$ cat src/verilog/cdm_pkg.sv
// Purpose: shared constants and types of the carrier data modulator
// Assumes: 8-bit register port, byte addresses as printed
// Notes:   source and carrier inputs travel as packed structs
package cdm_pkg;
    localparam int ADDR_W = 16;
    localparam int DATA_W = 8;
    localparam logic [ADDR_W-1:0] ADDR_CTRL_MAIN = 16'h0897;
    localparam logic [ADDR_W-1:0] ADDR_CARR_COND = 16'h0898;
    localparam logic [ADDR_W-1:0] ADDR_SRC_CHOICE = 16'h0899;
    localparam logic [ADDR_W-1:0] ADDR_LOW_CHOICE = 16'h089A;
    localparam logic [ADDR_W-1:0] ADDR_HIGH_CHOICE = 16'h089B;
    localparam logic [DATA_W-1:0] RESET_VALUE = 8'h00;

    // control register 0 fields
    localparam int BIT_ENABLE = 7;
    localparam int BIT_READBACK = 5;
    localparam int BIT_RESULT_INV = 4;
    localparam int BIT_SW_LEVEL = 0;
    // control register 1 fields
    localparam int BIT_HIGH_INV = 5;
    localparam int BIT_HIGH_WAIT = 4;
    localparam int BIT_LOW_INV = 1;
    localparam int BIT_LOW_WAIT = 0;

    localparam int SRC_SEL_W = 5;
    localparam int CAR_SEL_W = 4;
    localparam logic [SRC_SEL_W-1:0] SRC_CODE_SW = 5'h01;

    typedef struct packed {
        logic       source_pin_route;
        logic [3:0] capture_unit;
        logic [1:0] pulse_width_unit;
        logic       numeric_osc_unit;
        logic [1:0] comparator;
        logic [3:0] logic_cell;
        logic       async_serial_tx;
        logic [1:0] serial_port_sdo;
    } cdm_source_s;

    typedef struct packed {
        logic       high_carrier_pin_route;
        logic       low_carrier_pin_route;
        logic       fast_internal_osc;
        logic       reference_clock_out;
        logic [3:0] capture_unit;
        logic [1:0] pulse_width_unit;
        logic       numeric_osc_unit;
        logic [3:0] logic_cell;
    } cdm_carrier_s;

    localparam int SRC_IN_W = $bits(cdm_source_s);
    localparam int CAR_IN_W = $bits(cdm_carrier_s);

    typedef enum logic {
        CDM_ON_LOW  = 1'b0,
        CDM_ON_HIGH = 1'b1
    } cdm_phase_e;
endpackage

$ cat src/verilog/cdm_sync.sv
// Purpose: two-flop synchroniser bank for outside signals
// Assumes: each bit independent, no bus coherence needed
// Notes:   only the second stage may be read
`timescale 1ns/100ps
`default_nettype none
module cdm_sync #(
    parameter int WIDTH = 1
) (
    input  wire logic             i_clock,
    input  wire logic             i_rst_b,
    input  wire logic [WIDTH-1:0] i_async,
    output var  logic [WIDTH-1:0] o_sync
);
    logic [WIDTH-1:0] meta_r;

    genvar g;
    generate
        for (g = 0; g < WIDTH; g++) begin : g_bit
            always_ff @(posedge i_clock or negedge i_rst_b) begin
                if (!i_rst_b) begin
                    meta_r[g] <= 1'b0;
                    o_sync[g] <= 1'b0;
                end else begin
                    meta_r[g] <= i_async[g];
                    o_sync[g] <= meta_r[g];
                end
            end
        end
    endgenerate
endmodule
`default_nettype wire

$ cat src/verilog/cdm_pick.sv
// Purpose: one-of-many signal selector
// Assumes: caller ties reserved codes to zero in the vector
// Notes:   purely combinational
`timescale 1ns/100ps
`default_nettype none
module cdm_pick #(
    parameter int SEL_W = 4
) (
    input  wire logic [(1<<SEL_W)-1:0] i_vec,
    input  wire logic [SEL_W-1:0]      i_sel,
    output var  logic                  o_bit
);
    always_comb begin
        o_bit = i_vec[i_sel];
    end
endmodule
`default_nettype wire

$ cat src/verilog/cdm_modulator.sv
// Purpose: register bank and mixer of the carrier data modulator
// Assumes: all peripheral signals are asynchronous to i_clock
// Notes:   input path adds two cycles, output one more
//
// The address-and-strobe port was chosen for this implementation.
`timescale 1ns/100ps
`default_nettype none
module cdm_modulator (
    input  wire logic                       i_clock,
    input  wire logic                       i_rst_b,
    input  wire logic [cdm_pkg::ADDR_W-1:0] i_addr,
    input  wire logic [cdm_pkg::DATA_W-1:0] i_wdata,
    input  wire logic                       i_wr,
    input  wire logic                       i_rd,
    input  wire cdm_pkg::cdm_source_s       i_source,
    input  wire cdm_pkg::cdm_carrier_s      i_carrier,
    output var  logic [cdm_pkg::DATA_W-1:0] o_rdata,
    output var  logic                       o_mod_out
);
    localparam int SYNC_W = cdm_pkg::SRC_IN_W + cdm_pkg::CAR_IN_W;
    localparam int CTRL_KEEP_I = (1 << cdm_pkg::BIT_ENABLE)
                               | (1 << cdm_pkg::BIT_READBACK)
                               | (1 << cdm_pkg::BIT_RESULT_INV)
                               | (1 << cdm_pkg::BIT_SW_LEVEL);
    localparam int COND_KEEP_I = (1 << cdm_pkg::BIT_HIGH_INV)
                               | (1 << cdm_pkg::BIT_HIGH_WAIT)
                               | (1 << cdm_pkg::BIT_LOW_INV)
                               | (1 << cdm_pkg::BIT_LOW_WAIT);

    logic [cdm_pkg::DATA_W-1:0]    ctrl_r, ctrl_nxt;
    logic [cdm_pkg::DATA_W-1:0]    cond_r, cond_nxt;
    logic [cdm_pkg::SRC_SEL_W-1:0] src_sel_r, src_sel_nxt;
    logic [cdm_pkg::CAR_SEL_W-1:0] low_sel_r, low_sel_nxt;
    logic [cdm_pkg::CAR_SEL_W-1:0] high_sel_r, high_sel_nxt;
    logic [cdm_pkg::DATA_W-1:0]    rdata_nxt;
    cdm_pkg::cdm_phase_e           phase_r, phase_nxt;
    logic                          high_prev_r, low_prev_r;
    logic                          sysclk_r, out_r, out_nxt;
    logic [SYNC_W-1:0]             sync_q;
    cdm_pkg::cdm_source_s          src_s;
    cdm_pkg::cdm_carrier_s         car_s;
    logic [(1<<cdm_pkg::SRC_SEL_W)-1:0] src_vec;
    logic [(1<<cdm_pkg::CAR_SEL_W)-1:0] high_vec, low_vec;
    logic src_level, high_raw, low_raw, high_cond, low_cond;
    logic high_fall, low_fall, mixed;
    logic en, res_inv, sw_level, high_inv, high_wait, low_inv, low_wait;

    cdm_sync #(
        .WIDTH (SYNC_W)
    ) u_sync (
        .i_clock (i_clock),
        .i_rst_b (i_rst_b),
        .i_async ({i_source, i_carrier}),
        .o_sync  (sync_q)
    );

    assign src_s = sync_q[SYNC_W-1:cdm_pkg::CAR_IN_W];
    assign car_s = sync_q[cdm_pkg::CAR_IN_W-1:0];

    assign en        = ctrl_r[cdm_pkg::BIT_ENABLE];
    assign res_inv   = ctrl_r[cdm_pkg::BIT_RESULT_INV];
    assign sw_level  = ctrl_r[cdm_pkg::BIT_SW_LEVEL];
    assign high_inv  = cond_r[cdm_pkg::BIT_HIGH_INV];
    assign high_wait = cond_r[cdm_pkg::BIT_HIGH_WAIT];
    assign low_inv   = cond_r[cdm_pkg::BIT_LOW_INV];
    assign low_wait  = cond_r[cdm_pkg::BIT_LOW_WAIT];

    // index order follows the select codes; reserved codes read zero
    assign src_vec = {14'h0000,
                      src_s.serial_port_sdo,
                      src_s.async_serial_tx,
                      src_s.logic_cell,
                      src_s.comparator,
                      src_s.numeric_osc_unit,
                      src_s.pulse_width_unit,
                      src_s.capture_unit,
                      sw_level,
                      src_s.source_pin_route};

    // system clock cannot be sampled; a half-rate toggle stands in
    assign high_vec = {1'b0,
                       car_s.logic_cell,
                       car_s.numeric_osc_unit,
                       car_s.pulse_width_unit,
                       car_s.capture_unit,
                       car_s.reference_clock_out,
                       car_s.fast_internal_osc,
                       sysclk_r,
                       car_s.high_carrier_pin_route};

    assign low_vec = {high_vec[(1<<cdm_pkg::CAR_SEL_W)-1:1],
                      car_s.low_carrier_pin_route};

    cdm_pick #(
        .SEL_W (cdm_pkg::SRC_SEL_W)
    ) u_pick_src (
        .i_vec (src_vec),
        .i_sel (src_sel_r),
        .o_bit (src_level)
    );

    cdm_pick #(
        .SEL_W (cdm_pkg::CAR_SEL_W)
    ) u_pick_high (
        .i_vec (high_vec),
        .i_sel (high_sel_r),
        .o_bit (high_raw)
    );

    cdm_pick #(
        .SEL_W (cdm_pkg::CAR_SEL_W)
    ) u_pick_low (
        .i_vec (low_vec),
        .i_sel (low_sel_r),
        .o_bit (low_raw)
    );

    assign high_cond = high_raw ^ high_inv;
    assign low_cond  = low_raw ^ low_inv;
    assign high_fall = high_prev_r & ~high_cond;
    assign low_fall  = low_prev_r & ~low_cond;
    assign mixed     = (phase_r == cdm_pkg::CDM_ON_HIGH) ? high_cond
                                                         : low_cond;

    // register file; readback bit is status only, writes to it drop
    always_comb begin
        ctrl_nxt     = ctrl_r;
        cond_nxt     = cond_r;
        src_sel_nxt  = src_sel_r;
        low_sel_nxt  = low_sel_r;
        high_sel_nxt = high_sel_r;
        if (i_wr) begin
            case (i_addr)
                cdm_pkg::ADDR_CTRL_MAIN: begin
                    ctrl_nxt = i_wdata;
                    ctrl_nxt[cdm_pkg::BIT_READBACK] = 1'b0;
                end
                cdm_pkg::ADDR_CARR_COND: begin
                    cond_nxt = i_wdata;
                end
                cdm_pkg::ADDR_SRC_CHOICE: begin
                    src_sel_nxt = i_wdata[cdm_pkg::SRC_SEL_W-1:0];
                end
                cdm_pkg::ADDR_LOW_CHOICE: begin
                    low_sel_nxt = i_wdata[cdm_pkg::CAR_SEL_W-1:0];
                end
                cdm_pkg::ADDR_HIGH_CHOICE: begin
                    high_sel_nxt = i_wdata[cdm_pkg::CAR_SEL_W-1:0];
                end
                default: begin
                    ctrl_nxt = ctrl_r;
                end
            endcase
        end
        // only the documented bits are kept
        ctrl_nxt = ctrl_nxt & CTRL_KEEP_I[cdm_pkg::DATA_W-1:0];
        cond_nxt = cond_nxt & COND_KEEP_I[cdm_pkg::DATA_W-1:0];
    end

    always_comb begin
        rdata_nxt = cdm_pkg::RESET_VALUE;
        if (i_rd) begin
            case (i_addr)
                cdm_pkg::ADDR_CTRL_MAIN: begin
                    rdata_nxt = ctrl_r;
                    rdata_nxt[cdm_pkg::BIT_READBACK] = out_r;
                end
                cdm_pkg::ADDR_CARR_COND: begin
                    rdata_nxt = cond_r;
                end
                cdm_pkg::ADDR_SRC_CHOICE: begin
                    rdata_nxt = {3'h0, src_sel_r};
                end
                cdm_pkg::ADDR_LOW_CHOICE: begin
                    rdata_nxt = {4'h0, low_sel_r};
                end
                cdm_pkg::ADDR_HIGH_CHOICE: begin
                    rdata_nxt = {4'h0, high_sel_r};
                end
                default: begin
                    rdata_nxt = cdm_pkg::RESET_VALUE;
                end
            endcase
        end
    end

    // switching waits for the active carrier to fall when asked to,
    // so the last carrier pulse is never cut short
    always_comb begin
        phase_nxt = phase_r;
        case (phase_r)
            cdm_pkg::CDM_ON_HIGH: begin
                if (!src_level && (!high_wait || high_fall)) begin
                    phase_nxt = cdm_pkg::CDM_ON_LOW;
                end
            end
            cdm_pkg::CDM_ON_LOW: begin
                if (src_level && (!low_wait || low_fall)) begin
                    phase_nxt = cdm_pkg::CDM_ON_HIGH;
                end
            end
            default: begin
                phase_nxt = cdm_pkg::CDM_ON_LOW;
            end
        endcase
        // selections stay put while off; phase simply follows source
        if (!en) begin
            phase_nxt = src_level ? cdm_pkg::CDM_ON_HIGH
                                  : cdm_pkg::CDM_ON_LOW;
        end
        out_nxt = en ? (mixed ^ res_inv) : 1'b0;
    end

    always_ff @(posedge i_clock or negedge i_rst_b) begin
        if (!i_rst_b) begin
            ctrl_r      <= cdm_pkg::RESET_VALUE;
            cond_r      <= cdm_pkg::RESET_VALUE;
            src_sel_r   <= cdm_pkg::RESET_VALUE[cdm_pkg::SRC_SEL_W-1:0];
            low_sel_r   <= cdm_pkg::RESET_VALUE[cdm_pkg::CAR_SEL_W-1:0];
            high_sel_r  <= cdm_pkg::RESET_VALUE[cdm_pkg::CAR_SEL_W-1:0];
            o_rdata     <= cdm_pkg::RESET_VALUE;
            phase_r     <= cdm_pkg::CDM_ON_LOW;
            high_prev_r <= 1'b0;
            low_prev_r  <= 1'b0;
            sysclk_r    <= 1'b0;
            out_r       <= 1'b0;
            o_mod_out   <= 1'b0;
        end else begin
            ctrl_r      <= ctrl_nxt;
            cond_r      <= cond_nxt;
            src_sel_r   <= src_sel_nxt;
            low_sel_r   <= low_sel_nxt;
            high_sel_r  <= high_sel_nxt;
            o_rdata     <= rdata_nxt;
            phase_r     <= phase_nxt;
            high_prev_r <= high_cond;
            low_prev_r  <= low_cond;
            sysclk_r    <= ~sysclk_r;
            out_r       <= out_nxt;
            o_mod_out   <= out_nxt;
        end
    end
endmodule
`default_nettype wire

$ cat config.mk
export PLATFORM = sky130hd
export DESIGN_NAME = cdm_modulator
export DESIGN_NICKNAME = d
export VERILOG_FILES = /design/src/verilog/cdm_pkg.sv /design/src/verilog/cdm_sync.sv /design/src/verilog/cdm_pick.sv /design/src/verilog/cdm_modulator.sv
export SDC_FILE = /design/constraint.sdc
export NUM_CORES = 1
export LEC_CHECK = 0
export BUFFER_PORTS_ARGS = -buffer_cell sky130_fd_sc_hd__clkbuf_2
export CAP_MARGIN = 0
export CORE_ASPECT_RATIO = 0.8
export CORE_UTILIZATION = 45
export CTS_CLUSTER_SIZE = 40
export DETAILED_ROUTE_END_ITERATION = 16
export PLACE_DENSITY = 0.69
export SYNTH_ARGS = -nofsm -noshare
export SYNTH_HDL_FRONTEND = slang
export SYNTH_SLANG_ARGS = --single-unit
$ cat constraint.sdc
create_clock -name i_clock -period 1.85 [get_ports i_clock]
set_input_delay 0.2775 -clock i_clock [delete_from_list [all_inputs] [get_ports i_clock]]
set_output_delay 0.2775 -clock i_clock [all_outputs]
set_load 0.02 [all_outputs]
== Word-level counts from Yosys, hierarchy flattened ==
Cells that the tools add are included.
Storage, ports and cells
  bits in latches: 0
  ROM bits: 0
  memory bits (writable): 0
  memories: 0
  output and inout port bits: 9
  bits in registers: 97
Cells by class
  bitwise operators: 9
  add/subtract/negate cells: 0
  $mul: 0
  shift-type cells: 0
  $lt $le $gt $ge: 3
  div/mod/pow operators: 0
  mux-type cells: 15
  equality and inequality tests: 5
  reductions and logical operators: 12
Operator list (count)
  $eq 16x12->1 const B: 5
  $pmux 8 s5: 1
  $lt 4x5->1 const B: 2
  $reduce_and 2->1: 5
  $mux 1: 9
  $bmux 1 s4: 2
  $mux 8: 1
  $lt 5x6->1 const B: 1
  $bmux 1 s5: 1
  $not 1->1: 4
  $logic_not 1->1: 3
  $xor 1x1->1: 3
  $and 1x1->1: 2
  $logic_and 1x1->1: 2
  $logic_or 1x1->1: 2
  $pmux 1 s2: 1

== Longest topological paths before layout ==
Gate-level depths: netlist (run 1).
  word-level depth: 10
  depth in mapped cells: 6
  mapped depth without buffers: 5

== Hierarchy ==
Synthesis (run 1) repeated with hierarchy kept, for this count alone.
Second synthesis, totals
  cell total of the unflattened synthesis: 231
  area total of the unflattened synthesis: 3696.0 um^2
Modules (own cells, without submodules)
  cdm_sync: cells each 64, times used 1, sequential area each 1601.5 um^2, area each 1601.5 um^2
  cdm_modulator: cells each 112, times used 1, sequential area each 800.8 um^2, area each 1498.9 um^2
  cdm_pick (u_pick_src): cells each 41, times used 1, sequential area each 0.0 um^2, area each 325.3 um^2
  cdm_pick (u_pick_high ...): cells each 7, times used 2, sequential area each 0.0 um^2, area each 135.1 um^2

== Worst setup path before layout (run 1) ==
OpenSTA, ideal clock, no wires.
  path kind: reg-to-reg
  start point: register low_sel_r[0] in the netlist's numbering
  end point: register out_r
  stages on the path, launching flop included: 7
  setup slack: -169 ps
  data required time: 1721 ps
  data arrival time: 1891 ps
  buffers on the path: 1
  path through: dfrtp_1 > buf_6 > mux4_2 > nor4bb_1 > a2111oi_4 > a21oi_2 > a2111o_1
Between the ends
  word-level cells in the longest chain between the ends: 6
RTL lines
  from (decl): RTL line cdm_modulator.sv:33  | logic [cdm_pkg::CAR_SEL_W-1:0] low_sel_r, low_sel_nxt;
  from (signal assigned): RTL line cdm_modulator.sv:219  | low_sel_r <= cdm_pkg::RESET_VALUE[cdm_pkg::CAR_SEL_W-1:0];
  from (signal assigned): RTL line cdm_modulator.sv:232  | low_sel_r <= low_sel_nxt;
  $bmux 1 s4: RTL line cdm_pick.sv:14  | o_bit = i_vec[i_sel];
  $mux 1 (not written as such): RTL line cdm_pick.sv:14
  $xor 1x1->1: RTL line cdm_modulator.sv:119  | assign low_cond = low_raw ^ low_inv;
  $mux 1: RTL line cdm_modulator.sv:122  | assign mixed = (phase_r == cdm_pkg::CDM_ON_HIGH) ? high_cond
  $xor 1x1->1: RTL line cdm_modulator.sv:211  | out_nxt = en ? (mixed ^ res_inv) : 1'b0;
  $mux 1: RTL line cdm_modulator.sv:211
  via out_nxt: RTL line cdm_modulator.sv:38  | logic sysclk_r, out_r, out_nxt;
  to (signal assigned): RTL line cdm_modulator.sv:239  | out_r <= out_nxt;
  to (decl): RTL line cdm_modulator.sv:38
The timed path passes the listed nets, and every way through them passes these cells. The select of a mux whose other input is x is not followed.
A chain may end at the register's enable or synchronous reset.

== Worst setup path after layout (run 1) ==
Same ends and word-level chain as after synthesis.

==> summary.txt, run 1 <==
Status
  – Status: finished with violations
  – Failing checks: setup timing

Cells and area
  – Cell Count, Final, Fillers Out: 444
  – # diodes: 0
  – Fin nets: 394
  – Post-route cell area: 4600 um2
  – Share of cells above drive strength 1: 38.1%
  – Layout area overhead: 27.6%

Clock tree
  – Htree depth: 3
  – Clock latency reported for the late side of the worst-skew pair: 360 ps
  – Clk sink count: 96
  – Cts bufs inserted: 9
  – Clock tree buffer depth: 2
  – CTS tree: yes
  – Clock Pin Slew Worst Setup and Hold Paths: 100 ps
  – Root Driver: clkbuf_8

Detailed routing
  – DR DRC count: 0
  – Via-to-Cell Ratio: 5.05
  – Total Routed Length: 6.58 mm
  – DRT antenna net count: 0
  – Starting DRT DRC Count: 78
  – Via count: 2242
  – Avg WL per Cell: 14.8 um
  – DR pass1 iterations: 4

Hold path
  – Hold WC Path Type: input pin to flop
  – Hold Startpoint: i_source[10]
  – Hold EP: u_sync.meta_r[25]
  – Cell depth of the worst hold path: 1

Yosys
  – Xor/xnor cell area share of the yosys netlist: 0%
  – Number of synthesized register bits: 96
  – Post-synth net total: 285
  – Synthesis warning total: 0
  – Top cells by area, synth: dfrtp_1 67%, mux2_1 6.9%, mux4_2 6.3%
  – Largest family of logic cells by synthesized area: multiplexers
  – Syn Area/Cell: 16.0 um2
  – Synth area leader: dfrtp_1
  – Commonest cells in the synthesized netlist: 96 x dfrtp_1, 22 x mux2_1, 12 x mux2i_1
  – Complex-gate fraction of the synthesized area: 3.75%
  – Post-synthesis mux area share: 17.8%
  – Ys flop type: dfrtp_1
  – Adder-Cell Fraction of Synth Area: 0%
  – Post-Syn Instances: 225
  – Post-synth EDFFs: 0
  – Unique masters post-synth: 38
  – Most common cell in the netlist: dfrtp_1
  – Synth Cell Area: 3600 um2
  – Post-synthesis sequential area ratio: 66.7%
  – Post-synth top area share: 66.7%
  – Ys async rst share: 100%
  – Post-synthesis simple-gate area fraction: 10.2%

Setup path
  – Worst EP arrival: 2460 ps
  – Largest fanout on the critical path: 6
  – CP max-delay cell: mux4_2
  – Reg2reg start: low_sel_r[0]
  – Critical-path cell list: mux4_2 > nor4bb_4 > a2111oi_4 > a21oi_2 > a2111o_1
  – Worst setup SP type: flop
  – CP endpoint kind: flop
  – Critical Path RT: 2090 ps
  – R2R depth: 5
  – Register-to-Register Setup Slack: -370 ps
  – CP peak stage delay: 560 ps
  – Crit Path Class: flop to flop
  – Worst R2R End: out_r

Power
  – Final Power: 3.66 mW
  – P_leak: 2.15 nW
  – Worst VDD drop: 0.506 mV
  – PD cells: 797 nW/um2

Global route
  – Global Route met1 Usage: 24.6%
  – First-pass GRT wire length: 11.0 mm
  – Initial antenna violation count: 0
  – Grt ovf: 0
  – Met2 capacity usage during global routing: 27.5%
  – Met3 Usage GRT: 5.28%
  – Largest net degree at the start of global routing: 97
  – Vias in the first global route: 2253
  – Gr usage total: 18.2%
  – Busiest grt layer: met2

Timing
  – F_max: 451 MHz
  – Slew headroom: 66.3%
  – Period utilization: 120%
  – Setup Skew: 9.68 ps
  – Worst Max-Slew Pin Slew: 506 ps
  – Max-slew violation count: 0
  – Worst Setup Slack, final: -366 ps
  – RSZ-0062 raised after global routing: yes
  – Hold Fails Final Rpt: 0
  – Min Tclk post-route: 2220 ps
  – Final count of negative-setup-slack endpoints: 3

Die
  – Rows: 28
  – Die ar.: 8370 um2
  – Core area: 7570 um2
  – I/O pins: 69
  – Chip height: 82.0 um
  – Initial Utilization: 47.6%
  – Die X: 102 um

Placed design
  – Port Buffers: 66
  – Final HPWL DP: 4.69 mm
  – Pre-CTS WS: -383 ps
  – Placed Cells: 408
  – GP Congestion: 0.799
  – Cell area after placement: 4190 um2

Run
  – Max-cap viol count: 0
## where the power goes
part           internal, mW  leakage (nW)  switching [mW]  total, mW
registers              2.17          1.18          0.0258       2.20
logic                 0.108         0.877          0.0994      0.208
clock network         0.516        0.0940           0.744       1.26
total                  2.79          2.15           0.869       3.66
## logic make-up after synthesis
family	count (synthesis)
flip-flops	96
buffers and inverters	10
other	1
multiplexers	47
AND/OR/NAND/NOR	56
AO/OA/AOI/OAI	15
## worst max-delay path by stage
| stage | startpoint | end | slack [ps] |
|---|---|---|---|
| after floorplan | low_sel_r[0] | out_r | -170 |
| after global placement | low_sel_r[0] | out_r | -300 |
| after detailed placement | low_sel_r[0] | out_r | -380 |
| after CTS | low_sel_r[0] | out_r | -330 |
| after global routing | low_sel_r[0] | out_r | -410 |
| final | low_sel_r[0] | out_r | -370 |
## per-stage QoR
stage	TNS, ps	hold WS [ps]	utilization, %
after global routing	-896	0.203	60.7
after CTS	-646	1.02	60.1
final	-675	17.5	60.7
after detailed placement	-1640	335	55.3
after global placement	-1190	333	55.3
after floorplan	-169	-18.1	-
## cell type report
class                           count  area (um2)
Inverter                            2        7.51
Sequential cell                    96        2400
Clock buffer                        9         124
Clock inverter                      7        61.3
Tap cell                          105         131
Timing Repair Buffer              106         692
Multi-Input combinational cell    119        1180
Fill cell                         620        2970
## layer usage
metal	up-vias	wire length, um	share of wire [%]
li1	1037	-	-
met1	1102	3010	46
met2	84	2960	45
met3	19	463	7.0
met4	0	149	2.3
met5	-	0	0
## state kept, by name (all words and copies together), names as in the netlist
name and flops:
cond_r 4, ctrl_r 3, high_prev_r 1, high_sel_r 4, low_prev_r 1, low_sel_r 4
o_rdata 7, out_r 1, phase_r 1, src_sel_r 5, sysclk_r 1, u_sync.meta_r 32
u_sync.o_sync 32
## cells in the final DEF (no fill, tap or decap), types with 5 or more instances in the layout
cell type	netlist	layout
mux4_2	10	10
dfrtp_1	96	95
nand2_1	9	9
and3_1	5	5
a22oi_1	5	5
nor2_1	7	7
clkbuf_8	0	9
clkbuf_2	0	65
buf_4	1	22
mux2i_1	12	12
nor2b_1	8	8
dlygate4sd3_1	0	17
mux2_1	22	22
## timing repair
action | CTS | global route
setup endpoints to repair | 3 | 4
gates resized for setup | 4 | 2
endpoints found under the hold margin | 109 | 3
pin swaps | 1 | 4
buffers inserted | 2 | 1
hold buffers | 14 | 3
## critical path, delay by kind of cell (launching register included)
kind / cells / cell delay (ps)
AND/OR/NAND/NOR: 1 / 180
AO/OA/AOI/OAI: 3 / 910
flip-flops: 1 / 440
multiplexers: 1 / 560
(Power assumes the default switching activity.)
==> run 2: changes to the inputs <==
--- a/config.mk
+++ b/config.mk
@@ -8,6 +8,7 @@
 export BUFFER_PORTS_ARGS = -buffer_cell sky130_fd_sc_hd__clkbuf_2
 export CAP_MARGIN = 0
 export CORE_ASPECT_RATIO = 0.8
+export CORE_MARGIN = 2
 export CORE_UTILIZATION = 45
 export CTS_CLUSTER_SIZE = 40
 export DETAILED_ROUTE_END_ITERATION = 16
==> constraint.sdc (replaced) <==
create_clock -name i_clock -period 1.85 [get_ports i_clock]
set_input_delay 0.4625 -clock i_clock [delete_from_list [all_inputs] [get_ports i_clock]]
set_output_delay 0.4625 -clock i_clock [all_outputs]
set_load 0.02 [all_outputs]
==> summary.txt, run 2 (same netlist as run 1, synthesis figures left out) <==
Clock tree
  – Clk sink count: 96
  – Root Driver: clkbuf_8
  – Cts bufs inserted: 9
  – Htree depth: 3
  – CTS tree: yes
  – Clock latency reported for the late side of the worst-skew pair: 370 ps
  – Clock Pin Slew Worst Setup and Hold Paths: 100 ps
  – Clock tree buffer depth: 2

Die
  – Die ar.: 8740 um2
  – Rows: 29
  – Core area: 7840 um2
  – Initial Utilization: 46.0%
  – I/O pins: 69
  – Die X: 104 um
  – Chip height: 84.0 um

Placed design
  – Placed Cells: 411
  – Cell area after placement: 4230 um2
  – Port Buffers: 66
  – Final HPWL DP: 4.74 mm
  – GP Congestion: 0.793

Detailed routing
  – Total Routed Length: 6.46 mm
  – Via-to-Cell Ratio: 4.91
  – DR pass1 iterations: 4
  – Starting DRT DRC Count: 82
  – DR DRC count: 0
  – Via count: 2111
  – Avg WL per Cell: 15.0 um
  – DRT antenna net count: 0

Setup path
  – Critical Path RT: 2110 ps
  – Worst setup SP type: flop
  – Critical-path cell list: buf_12 > nand2b_4 > mux4_2 > mux2_4 > and3_4 > a2111o_1
  – CP max-delay cell: mux4_2
  – Largest fanout on the critical path: 5
  – CP peak stage delay: 490 ps
  – Crit path buffers/inverters: 1
  – Crit Path Class: flop to flop
  – Critical path's top delay family: multiplexers
  – CP endpoint kind: flop
  – Worst EP arrival: 2410 ps

Hold path
  – Hold WC Path Type: input pin to asynchronous set/reset pin

Global route
  – Initial antenna violation count: 0
  – First-pass GRT wire length: 10.8 mm
  – Grt ovf: 0
  – Gr usage total: 16.5%
  – Largest net degree at the start of global routing: 36
  – Vias in the first global route: 2189

Timing
  – Worst Setup Slack, final: -305 ps
  – Min Tclk post-route: 2160 ps
  – Max-slew violation count: 0
  – Final count of negative-setup-slack endpoints: 3
  – F_max: 464 MHz
  – RSZ-0062 raised after global routing: yes
  – Hold Fails Final Rpt: 0
  – Setup Skew: 13.2 ps
  – Period utilization: 116%

Cells and area
  – Commonest cells after routing, fill and taps aside: 95 x dfrtp_1, 65 x clkbuf_2, 22 x mux2_1, 20 x buf_4, 12 x mux2i_1
  – Biggest regs: u_sync.meta_r (32), u_sync.o_sync (32), o_rdata (7)
  – Cell Count, Final, Fillers Out: 430
  – Fin nets: 377
  – Share of cells above drive strength 1: 41.9%
  – Post-route cell area: 4540 um2
  – # diodes: 0
  – Most common cell after layout, fill and taps aside: dfrtp_1
  – Layout area overhead: 26.0%

Power
  – PD cells: 825 nW/um2
  – P_leak: 2.12 nW
  – Worst VDD drop: 0.561 mV
  – Final Power: 3.75 mW

Status
  – Failing checks: setup timing
  – Status: finished with violations

Run
  – Max-cap viol count: 0
==> run 2: final timing paths <==
path                                           to              from  cells past startpoint  slack, ps
worst max-delay path                        out_r      low_sel_r[0]                      6       -310
worst min-delay path                        out_r           i_rst_b                      1         20
worst max register to register              out_r      low_sel_r[0]                      6       -310
worst min register to register   u_sync.o_sync[7]  u_sync.meta_r[7]                      0        350
max in group asynchronous       u_sync.meta_r[10]           i_rst_b                      2       1240
min in group i_clock            u_sync.meta_r[22]       i_source[7]                      1        190
==> run 2: layer usage <==
layer | share of wire, % | vias to the layer above | GRT usage [%] | routed length (um)
met2 | 47 | 64 | 25.7 | 3020
met3 | 5.8 | 7 | 5.78 | 375
li1 | - | 1005 | - | -
met1 | 47 | 1035 | 22.0 | 3010
met4 | 0.81 | 0 | 5.53 | 52
met5 | 0 | - | 0 | 0
==> run 2: through the flow <==
step / utilization, % / TNS (ps) / setup WS, ps / hold slack [ps]
6_report: 57.9 / -547 / -305 / 24.7
5_1_grt: 57.9 / -693 / -347 / 34.9
4_1_cts: 57.9 / -506 / -299 / 24.9
3_5_place_dp: 54.0 / -3220 / -379 / 335
3_3_place_gp: 54.0 / -3000 / -337 / 335
2_1_floorplan: - / -393 / -169 / 167
==> run 2: worst reg2reg max path: stages (launching register included) <==
cell and delay, ps:
dfrtp_2 450, buf_12 140, nand2b_4 120, mux4_2 490, mux2_4 330, and3_4 170, a2111o_1 330
==> run 2: area by class of cell <==
type	instances	area (um2)
clock buffer	9	124
clock inverter	7	81.3
tap	108	135
multi-input combinational	119	1250
sequential	96	2400
inverter	2	7.51
fill	636	3300
timing repair buffer	89	538
==> run 2: power by group <==
part           leakage [nW]  switching (mW)  internal [mW]
Combinational         0.832           0.102         0.0964
Sequential             1.18          0.0255           2.17
Clock                 0.104           0.810          0.541
==> run 2: timing repair <==
item	4_1_cts	5_1_grt
pin swaps	3	1
hold buffers	0	0
setup buffers	3	0
setup endpoints to repair	3	3
gates resized for setup	11	1
cloned	0	0
==> run 3: changes to the inputs <==
--- a/config.mk
+++ b/config.mk
@@ -9,10 +9,10 @@
 export CAP_MARGIN = 0
 export CORE_ASPECT_RATIO = 0.8
 export CORE_MARGIN = 2
-export CORE_UTILIZATION = 45
+export CORE_UTILIZATION = 47
 export CTS_CLUSTER_SIZE = 40
 export DETAILED_ROUTE_END_ITERATION = 16
-export PLACE_DENSITY = 0.69
+export PLACE_DENSITY = 0.7
 export SYNTH_ARGS = -nofsm -noshare
 export SYNTH_HDL_FRONTEND = slang
 export SYNTH_SLANG_ARGS = --single-unit
==> summary.txt, run 3 (same netlist as run 1, synthesis figures left out) <==
Setup path
  – Worst Setup SP: low_sel_r[0]
  – Critical Path RT: 2100 ps
  – Largest fanout on the critical path: 6
  – Worst setup SP type: flop
  – Reg2reg start: low_sel_r[0]
  – Worst EP arrival: 2410 ps
  – CP endpoint kind: flop
  – Crit Path Class: flop to flop

Cells and area
  – Fill cells: 603
  – Fin nets: 385
  – Biggest regs: u_sync.meta_r (32), u_sync.o_sync (32), o_rdata (7)
  – Layout area overhead: 26.3%
  – Share of cells above drive strength 1: 42.1%
  – Cell Count, Final, Fillers Out: 435
  – Most common cell after layout, fill and taps aside: dfrtp_1
  – # diodes: 0
  – Commonest cells after routing, fill and taps aside: 95 x dfrtp_1, 65 x clkbuf_2, 30 x buf_4, 22 x mux2_1, 12 x mux2i_1

Run
  – Max-cap viol count: 0

Global route
  – First-pass GRT wire length: 11.1 mm
  – Initial antenna violation count: 0
  – Gr usage total: 18.1%
  – Grt ovf: 0
  – Largest net degree at the start of global routing: 42
  – Vias in the first global route: 2265

Detailed routing
  – Via-to-Cell Ratio: 5.03
  – Via count: 2186
  – Wl on met1: 3.03 mm
  – DRT antenna net count: 0
  – Met3 wire length: 464 um
  – DR DRC count: 0
  – Total Routed Length: 6.77 mm
  – Avg WL per Cell: 15.6 um
  – DR pass1 iterations: 4
  – Starting DRT DRC Count: 95
  – Met2 WL: 3.21 mm
  – Highest routed layer: met4

Clock tree
  – # hold bufs at CTS: 0
  – Clock latency reported for the late side of the worst-skew pair: 360 ps
  – Clock tree buffer depth: 2
  – Clk sink count: 96
  – Root Driver: clkbuf_8
  – Cts bufs inserted: 9
  – Htree depth: 3
  – CTS tree: yes
  – Clock Pin Slew Worst Setup and Hold Paths: 90 ps

Die
  – Initial Utilization: 48.5%
  – Die ar.: 8390 um2
  – Chip height: 82.3 um
  – Rows: 28
  – I/O pins: 69
  – Core area: 7430 um2
  – Die X: 102 um

Power
  – Int Pwr: 2.92 mW
  – Power share of the clock group: 36.9%
  – P_leak: 2.15 nW
  – Power share of the combinational group: 5.3%
  – P_sw: 0.877 mW
  – Final Power: 3.80 mW
  – PD cells: 835 nW/um2
  – Share of power burned in registers: 57.8%
  – Worst VDD drop: 0.568 mV
  – Switch share: 23.1%

Timing
  – Period utilization: 117%
  – RSZ-0062 raised after global routing: yes
  – Hold Fails Final Rpt: 0
  – Max-slew violation count: 0
  – Final count of negative-setup-slack endpoints: 3
  – Min Tclk post-route: 2160 ps
  – Worst Setup Slack, final: -313 ps
  – Setup Skew: 6.82 ps
  – F_max: 462 MHz

Placed design
  – GP Congestion: 0.798
  – Port Buffers: 66
  – Final HPWL DP: 4.98 mm
  – Placed Cells: 415

Hold path
  – Hold WC Path Type: input pin to asynchronous set/reset pin

Status
  – Status: finished with violations
  – Failing checks: setup timing
[run 3: changes by cell type in the layout (fill, tap and decap cells not counted), sizes merged]
cell and delta:
inv -1, buf +8, bufinv +1
[run 3: timing repair]
| item | 4_1_cts | 5_1_grt |
|---|---|---|
| resized for setup | 5 | 1 |
| setup endpoints to repair | 3 | 3 |
| pin swaps | 1 | 1 |
| buffers inserted | 0 | 4 |
| endpoints found under the hold margin | 0 | 0 |
[run 3: area by class of cell]
cell class | count | area [um2] | share of cell area, %
flip-flops and latches | 96 | 2400 | 52.8
multi-input cells | 119 | 1220 | 26.7
repair buffers | 97 | 582 | 12.8
well taps | 105 | 131 | 2.89
clock buffers | 9 | 124 | 2.72
clock inverters | 7 | 86.3 | 1.90
inverters | 2 | 7.51 | 0.165
[run 3: path summary, 6_finish.rpt]
kind,endpoint,slack [ps],depth (start not counted)
setup reg to reg,out_r,-310,6
setup / recovery,out_r,-310,6
hold / removal,cond_r[4],40,1
hold reg to reg,u_sync.o_sync[0],350,0
min in group i_clock,u_sync.meta_r[4],200,1
max in group asynchronous,u_sync.meta_r[31],1250,2
[run 3: stage by stage]
stage / setup slack, ps / hold slack, ps / util, % / instance area, um2 / setup TNS (ps)
6_report: -313 / 37.9 / 61.3 / 4550 / -590
5_1_grt: -360 / 54.6 / 61.3 / 4550 / -748
4_1_cts: -280 / 39.3 / 60.8 / 4520 / -428
3_5_place_dp: -376 / 335 / 57.6 / 4280 / -4230
3_3_place_gp: -326 / 334 / 57.6 / 4280 / -3650
2_1_floorplan: -169 / 167 / - / 3640 / -393
[run 3: power groups by stage]
stage / combinational, mW / clock, mW / sequential, mW
detailed placement: 0.203 / 0 / 2.24
CTS: 0.205 / 1.44 / 2.20
floorplan: 0.0604 / 0 / 2.23
finish: 0.203 / 1.40 / 2.19
global route: 0.227 / 1.53 / 2.20
global placement: 0.197 / 0 / 2.23
[run 3: metal layers]
metal	track usage (%)	vias up
met5	0	-
met4	5.87	0
met1	23.7	1092
li1	-	1018
met2	28.9	69
met3	5.98	7
[run 3: worst max-delay path, stage by stage (launching register included)]
cell and delay (ps):
dfrtp_2 460, buf_4 160, mux2i_1 120, mux4_2 460, mux2_2 330, and3_1 180
a2111o_1 340
